### config.mk
export PLATFORM = sky130hd
export DESIGN_NAME = uvr_supervisor
export DESIGN_NICKNAME = d
export VERILOG_FILES = /design/src/uvr_sync.v /design/src/uvr_supervisor.v
export VERILOG_INCLUDE_DIRS = /design/src
export SDC_FILE = /design/constraint.sdc
export NUM_CORES = 1
export LEC_CHECK = 0
export ABC_AREA = 1
export BUFFER_PORTS_ARGS = -buffer_cell sky130_fd_sc_hd__buf_2
export CAP_MARGIN = 5
export CORE_UTILIZATION = 54
export DETAILED_ROUTE_END_ITERATION = 10
export PLACE_DENSITY_LB_ADDON = 0.3
export SYNTH_ARGS = -nofsm -noshare
export SYNTH_HDL_FRONTEND = slang
export SYNTH_HIERARCHICAL = 1
export SYNTH_SLANG_ARGS = --single-unit
export TNS_END_PERCENT = 30
### constraint.sdc
create_clock -name clk_sys -period 1.6 [get_ports clk_sys]
set_input_delay 0.32 -clock clk_sys [delete_from_list [all_inputs] [get_ports clk_sys]]
set_output_delay 0.32 -clock clk_sys [all_outputs]
set_load 0.005 [all_outputs]
### src/uvr_regs.vh
// constants for the undervoltage and runaway supervisory reset block
`ifndef UVR_REGS_VH
`define UVR_REGS_VH

// runaway counter width and interval, 2^20 oscillation periods
`define UVR_CNT_W        20
`define UVR_CNT_MAX      20'hfffff
// standby recovery extension in microseconds, oscillation rate in MHz
`define UVR_EXT_US       20
`define UVR_OSC_MHZ      4
// machine clock rate in MHz
`define UVR_SYS_MHZ      25
// runaway reset width in machine cycles
`define UVR_RST_CYC      3'h5
`define UVR_RST_W        3
// extension counter width
`define UVR_EXT_W        10
// extension length in oscillation ticks, 20 us at 4 MHz
`define UVR_EXT_CNT      10'h050

`endif

### src/uvr_sync.v
// two flip-flop synchroniser for one asynchronous level
`timescale 1ns/1ps
`default_nettype none

module uvr_sync
(
  // clock and reset
  input  wire clk_sys,
  input  wire rst,
  // level
  input  wire d_in,
  output wire q_out
);

  reg meta_r;
  reg sync_r;

  always @(posedge clk_sys)
  begin
    if (rst)
    begin
      meta_r <= 1'b0;
      sync_r <= 1'b0;
    end
    else
    begin
      meta_r <= d_in;
      sync_r <= meta_r;
    end
  end

  assign q_out = sync_r;

endmodule

`default_nettype wire

### src/uvr_supervisor.v
// undervoltage and cpu runaway supervisory reset block
`timescale 1ns/1ps
`default_nettype none
`include "uvr_regs.vh"

module uvr_supervisor
(
  // clock and reset
  input  wire                  clk_sys,
  input  wire                  rst,
  // oscillation clock tick, one machine cycle wide
  input  wire                  osc_tick,
  // analog comparator level, asynchronous
  input  wire                  low_volt_async,
  // cpu mode status
  input  wire                  cpu_halted,
  input  wire                  osc_stopped,
  input  wire                  enter_sleep,
  input  wire                  enter_tbt_watch,
  input  wire                  standby_recover,
  input  wire                  ram_write_busy,
  // software access to the reset control register
  input  wire                  ctrl_wr,
  input  wire                  counter_clear_bit,
  input  wire                  flag_clear,
  // outputs
  output reg                   undervoltage_flag,
  output reg                   stop_release,
  output reg                   lv_reset_out,
  output reg                   internal_reset
);

  // -----------------------------------------------------------------
  // timing constants
  // -----------------------------------------------------------------
  localparam [`UVR_EXT_W-1:0] EXT_OSC = `UVR_EXT_CNT;

  // -----------------------------------------------------------------
  // input synchronisation
  // -----------------------------------------------------------------
  wire low_volt;

  uvr_sync u_lv_sync
  (
    .clk_sys (clk_sys),
    .rst     (rst),
    .d_in    (low_volt_async),
    .q_out   (low_volt)
  );

  // -----------------------------------------------------------------
  // state
  // -----------------------------------------------------------------
  reg  [`UVR_CNT_W-1:0] cnt_r;
  reg  [`UVR_CNT_W-1:0] cnt_nxt;
  reg  [`UVR_EXT_W-1:0] ext_r;
  reg  [`UVR_EXT_W-1:0] ext_nxt;
  reg                   ext_act_r;
  reg                   ext_act_nxt;
  reg  [`UVR_RST_W-1:0] pulse_r;
  reg  [`UVR_RST_W-1:0] pulse_nxt;
  reg                   lv_pend_r;
  reg                   lv_pend_nxt;
  reg                   flag_nxt;
  reg                   ireset_nxt;
  reg                   lvout_nxt;
  reg                   release_nxt;
  wire                  cnt_clr;
  wire                  expire;
  wire                  lv_fire;

  // -----------------------------------------------------------------
  // runaway counter
  // -----------------------------------------------------------------
  // zero clears
  assign cnt_clr = (ctrl_wr && !counter_clear_bit) || internal_reset ||
                   osc_stopped || enter_sleep || enter_tbt_watch;

  assign expire = osc_tick && !cpu_halted && (cnt_r == `UVR_CNT_MAX) &&
                  (!ext_act_r || (ext_r == EXT_OSC));

  always @*
  begin
    cnt_nxt     = cnt_r;
    ext_nxt     = ext_r;
    ext_act_nxt = ext_act_r;
    if (standby_recover)
      ext_act_nxt = 1'b1;
    if (cnt_clr)
    begin
      cnt_nxt     = {`UVR_CNT_W{1'b0}};
      ext_nxt     = {`UVR_EXT_W{1'b0}};
      ext_act_nxt = standby_recover;
    end
    else if (osc_tick && !cpu_halted)
    begin
      if (cnt_r != `UVR_CNT_MAX)
        cnt_nxt = cnt_r + 1'b1;
      else if (ext_act_r && (ext_r != EXT_OSC))
        ext_nxt = ext_r + 1'b1;
    end
  end

  // -----------------------------------------------------------------
  // low voltage path
  // -----------------------------------------------------------------
  // wait for write
  assign lv_fire = (low_volt || lv_pend_r) && !ram_write_busy;

  always @*
  begin
    lv_pend_nxt = lv_pend_r;
    flag_nxt    = undervoltage_flag;
    if (flag_clear)
      flag_nxt = 1'b0;
    // set flag, set wins over clear
    if (low_volt)
      flag_nxt = 1'b1;
    if (low_volt && ram_write_busy)
      lv_pend_nxt = 1'b1;
    else if (lv_fire)
      lv_pend_nxt = 1'b0;
    lvout_nxt   = lv_fire && !internal_reset;
    release_nxt = lv_fire && !internal_reset;
  end

  // -----------------------------------------------------------------
  // merged internal reset
  // -----------------------------------------------------------------
  always @*
  begin
    pulse_nxt = pulse_r;
    if (expire && (pulse_r == {`UVR_RST_W{1'b0}}))
      pulse_nxt = `UVR_RST_CYC;
    else if (pulse_r != {`UVR_RST_W{1'b0}})
      pulse_nxt = pulse_r - 1'b1;
    // merge requests
    // raw request, not the suppressed output, so reset holds steady under low supply
    ireset_nxt = (pulse_nxt != {`UVR_RST_W{1'b0}}) || lv_fire;
  end

  // -----------------------------------------------------------------
  // registers
  // -----------------------------------------------------------------
  // counts from reset release
  always @(posedge clk_sys)
  begin
    if (rst)
    begin
      cnt_r             <= {`UVR_CNT_W{1'b0}};
      ext_r             <= {`UVR_EXT_W{1'b0}};
      ext_act_r         <= 1'b0;
      pulse_r           <= {`UVR_RST_W{1'b0}};
      lv_pend_r         <= 1'b0;
      undervoltage_flag <= 1'b0;
      stop_release      <= 1'b0;
      lv_reset_out      <= 1'b0;
      internal_reset    <= 1'b0;
    end
    else
    begin
      cnt_r             <= cnt_nxt;
      ext_r             <= ext_nxt;
      ext_act_r         <= ext_act_nxt;
      pulse_r           <= pulse_nxt;
      lv_pend_r         <= lv_pend_nxt;
      undervoltage_flag <= flag_nxt;
      stop_release      <= release_nxt;
      lv_reset_out      <= lvout_nxt;
      internal_reset    <= ireset_nxt;
    end
  end

endmodule

`default_nettype wire

### Yosys cells after proc, flatten, opt, wreduce, memory -nomap -nowiden

Index checks and enable logic that the tools add are counted.

* register bits: 40
* input bits: 13
* output and inout bits: 4
* word-level logic and storage cells: 56

* add/sub/neg operators: 3
* equality and inequality tests: 4
* multiplexer cells: 8
* bitwise logic cells: 1
* reduce and logical (&&, ||, !) cells: 30

Operators with widths (number)
* $add A20 B1 Y20 const B: 1
* $eq A20 B20 Y1 const B: 1
* $ne A20 B20 Y1 const B: 1
* $add A10 B1 Y10 const B: 1
* $eq A10 B7 Y1 const B: 1
* $ne A10 B7 Y1 const B: 1
* $logic_and A1 B1 Y1: 9
* $logic_or A1 B1 Y1: 7
* $mux W1: 6
* $mux W3: 2
* $reduce_bool A2 Y1: 3
* $reduce_bool A3 Y1: 2
* $logic_not A1 Y1: 5
* $logic_not A3 Y1: 1
* $reduce_and A3 Y1: 1
* $sub A3 B1 Y3 const B: 1
* $reduce_and A2 Y1: 1
* $reduce_or A2 Y1: 1
* $not A1 Y1: 1

### Logic depth before layout (Yosys ltp)

* depth after elaboration: 8
* mapped depth: 11
* depth with buffers taken out: 10

### Modules after synthesis

The synthesis kept the hierarchy.

Modules (own cells, without submodules)
* uvr_supervisor: instances 1, cells an instance 333, area an instance 2307.2 um2, sequential area each 760.7 um2
* uvr_sync: instances 1, cells an instance 6, area an instance 55.1 um2, sequential area each 40.0 um2

### Worst setup path after synthesis

OpenSTA, ideal clock, no wires.

* path type: register -> register
* from: register cnt_r[0]
* to: register cnt_r[19]
* library setup time: 0.135 ns
* arrival time: 1.474 ns
* required time: 1.465 ns
* setup slack: -0.009 ns
* stages on the path, launching flop included: 10
* buffers on the path: 1
* period minus slack after synthesis: 1.609 ns
* path through: dfxtp_1 ha_1 nand3_1 nor2_1 nand3_4 nand2_4 inv_1 buf_6 nand2_1 a21oi_2

* longest elaborated chain between the ends: 2
* elaborated cells between the ends (all ways): 3
* those cells by class: add/sub (1); eq/ne (1); reduce/logical (1)

Ends and longest elaborated chain
* from (decl): RTL line uvr_supervisor.v:54 `` reg [`UVR_CNT_W-1:0] cnt_r; ``
* from (signal assigned): RTL line uvr_supervisor.v:150 `` cnt_r <= {`UVR_CNT_W{1'b0}}; ``
* from (signal assigned): RTL line uvr_supervisor.v:162 `cnt_r <= cnt_nxt;`
* branches (longest 2 deep; another with $add A20 B1 Y20)

Several ways; the timed one is not identified.
A chain may end at the register's enable or synchronous reset.

### Final worst setup path

* from: register cnt_r[0]
* to: register ext_r[7]

* longest elaborated chain between the ends: 3

Ends and longest elaborated chain
* $ne A20 B20 Y1 (no source line)
* $not A1 Y1 (no source line)
* $reduce_and A3 Y1 (no source line)
* to (signal assigned): RTL line uvr_supervisor.v:151 `` ext_r <= {`UVR_EXT_W{1'b0}}; ``
* to (signal assigned): RTL line uvr_supervisor.v:163 `ext_r <= ext_nxt;`
* to (decl): RTL line uvr_supervisor.v:56 `` reg [`UVR_EXT_W-1:0] ext_r; ``

No other way between the ends.

==> reports/metrics.yaml <==
start_kind: "flop"
utilization: 0.7091
yosys_warnings: 6
antenna_cells: 0
clkPwrFrac: 0.385
hold_path_class: "in -> reg"
antenna_left: 0
maxSlewViolCount: 0
cts_buffers: 5
ioPinCount: 17
clk_pin_slew_ns: 0.08
intPower_mw: 1.623
cts_root_buf: "clkbuf_8"
path_class: "reg -> reg"
slowest_delay_ns: 0.36
synth_cells: 339
vdd_drop_max_mv: 0.6610
p_comb_frac: 0.134
synth_top_area_frac: 0.3390
grt_use_total: 0.2425
cp_slowest_cell: "dfxtp_2"
yosysUniqueCellTypes: 29
worst_r2r_path_depth: 8
setup_violations: 0
die_h_um: 68.14
core-area_um2: 4086
cts_tree: "done"
syn_to_final_growth_pct: 22.67
drt_iter0_drc: 79
avgViaCountPerCell: 5.135
crit_arrival_ns: 1.74
start_util: 0.5781
synth_top_area_cell: "dfxtp_1"
worst_pin_slew_ns: 0.2411
rsz0062_at_grt: "true"
cts.sinks: 40
drv_cap: 0
status: "completed"
endpoint_kind: "flop"
grt_max_degree: 21
finalPower_mw: 2.187
drcViolationCount: 0
whs_ns: 0.2134
insertion_delay_ns: 0.29
wl_per_cell_um: 12.52
grt_pass1_vias: 1992
cp_cell_sequence: "ha_4, inv_1, nor2_2, nand2_2, nor2_4, nand3_4, o21ai_0, a21oi_1"
wirelength_mm: 5.483
gp_congestion: 0.8619
final_cell_mix: "nand2_1 (94), dfxtp_1 (36), inv_1 (35)"
synth_nets: 358
hold_depth: 3
min_period_ns: 1.566
num_vias: 2249
p_switching_uw: 564.0
crit_path_max_fanout: 10
period_share: 0.9788
power_density_nw_per_um2: 754.6
drive_gt1_frac: 0.2732
antenna_found_initial: 0
die_area_um2: 4643
die_w_um: 68.14
syn_area_per_cell_um2: 6.968
hpwl_mm: 3.831
ys_ff_latch: 40
cts_max_path_buffers: 2
io_buffers: 16
skew_ns: 0.008219
num-nets-final: 406
overflow: 0
fp-row-count: 23
worst_slew_margin_rel: 0.8376
h-tree-depth: 2
hold_viol: 0
first_pass_iters: 4
grt_pass1_wl_mm: 8.397
seqPwrFrac: 0.481
holdBufCountCts: 0
ys_seq_area_frac: 0.3390
p_leak_nw: 1.151
syn_area_um2: 2362
required_ns: 1.78
p_sw_frac: 0.2579
fmax_mhz: 638.6
final_common_cell: "nand2_1"
synth.area.top_cells: "dfxtp_1 (34%), nand2_1 (16%), nor2_1 (6.0%)"
cell usage after synthesis:
cell and n:
nand2_1 100, dfxtp_1 40, nor2_1 38, inv_1 37
nand3_1 19, a21oi_1 17, a21oi_2 15, xor2_1 13
o21ai_0 11, xnor2_1 7, ha_1 6, buf_6 4
nand2_2 4, nand3b_1 3, nand4_1 3, nor2_2 3
nor2_4 3, nor3_1 3, buf_2 2, clkbuf_1 2
a211oi_1 1, and3_1 1, buf_4 1, nand2_4 1
nand3_2 1, nand3_4 1, nor2_8 1, nor4_1 1
o21ai_1 1
path summary, 6_finish.rpt:
| check | from | end | slack [ns] |
|---|---|---|---|
| worst max register to register | cnt_r[0] | ext_r[7] | 0.03 |
| worst min register to register | u_lv_sync/meta_r | u_lv_sync/q_out | 0.42 |
| worst min-delay path | standby_recover | ext_act_r | 0.21 |
| worst max-delay path | cnt_r[0] | ext_r[7] | 0.03 |
registers in the layout, indices dropped and copies added (netlist names):
signal / cells
cnt_r: 20
ext_r: 10
pulse_r: 3
ext_act_r: 1
internal_reset: 1
lv_pend_r: 1
lv_reset_out: 1
u_lv_sync/meta_r: 1
u_lv_sync/q_out: 1
undervoltage_flag: 1
worst max-delay path, delay by kind of cell, from the launching register on:
kind | cells | cell delay (ns)
AO/OA/AOI/OAI | 2 | 0.31
adder cells (fa/ha/maj) | 1 | 0.16
buffers and inverters | 1 | 0.07
flip-flops | 1 | 0.36
AND/OR/NAND/NOR | 4 | 0.54
stage by stage:
stage	std cells	cell area [um^2]	setup slack (ns)	TNS, ns
2_1_floorplan	339	2365	0.01888	0
3_3_place_gp	425	2655	-0.06181	-0.9871
3_5_place_dp	425	2655	-0.1330	-2.129
4_1_cts	436	2828	0.002753	0
5_1_grt	438	2898	-0.08300	-0.9472
6_report	438	2898	0.03398	0
metal layers:
metal	track usage	vias up	share of wire
li1	-	1164	-
met4	0.08333	0	0.017
met3	0.05167	10	0.031
met1	0.3053	1047	0.44
met5	0	-	0
met2	0.4056	28	0.51
power by group through the flow:
stage	combinational, mW	clock, mW	sequential, mW
floorplan	0.194	0	1.07
global placement	0.251	0	1.07
detailed placement	0.262	0	1.07
CTS	0.281	0.854	1.05
global route	0.334	0.904	1.05
finish	0.292	0.842	1.05
logic make-up after synthesis:
| group | count (synthesis) | share of synthesized area |
|---|---|---|
| XOR/XNOR | 20 | 0.07415 |
| adder cells (fa/ha/maj) | 6 | 0.03178 |
| flip-flops | 40 | 0.3390 |
| buffers and inverters | 46 | 0.08845 |
| AND/OR/NAND/NOR | 182 | 0.3464 |
| AO/OA/AOI/OAI | 45 | 0.1202 |
layout make-up:
class | count | area, um^2
Multi-Input combinational cell | 253 | 1424
Fill cell | 333 | 1189
Sequential cell | 40 | 805.8
Timing Repair Buffer | 47 | 325.3
Inverter | 37 | 142.6
Clock buffer | 5 | 68.82
Tap cell | 50 | 62.56
Clock inverter | 3 | 46.29
Timing Repair inverter | 3 | 22.52
what timing repair did:
| item | in CTS | in global routing |
|---|---|---|
| resized for setup | 11 | 22 |
| endpoints found under the hold margin | 0 | 0 |
| setup endpoints to repair | 29 | 33 |
| pin swaps | 4 | 11 |
| cloned | 3 | 0 |
| setup buffers | 0 | 2 |
Note: power is estimated with default switching activity, not from simulation.
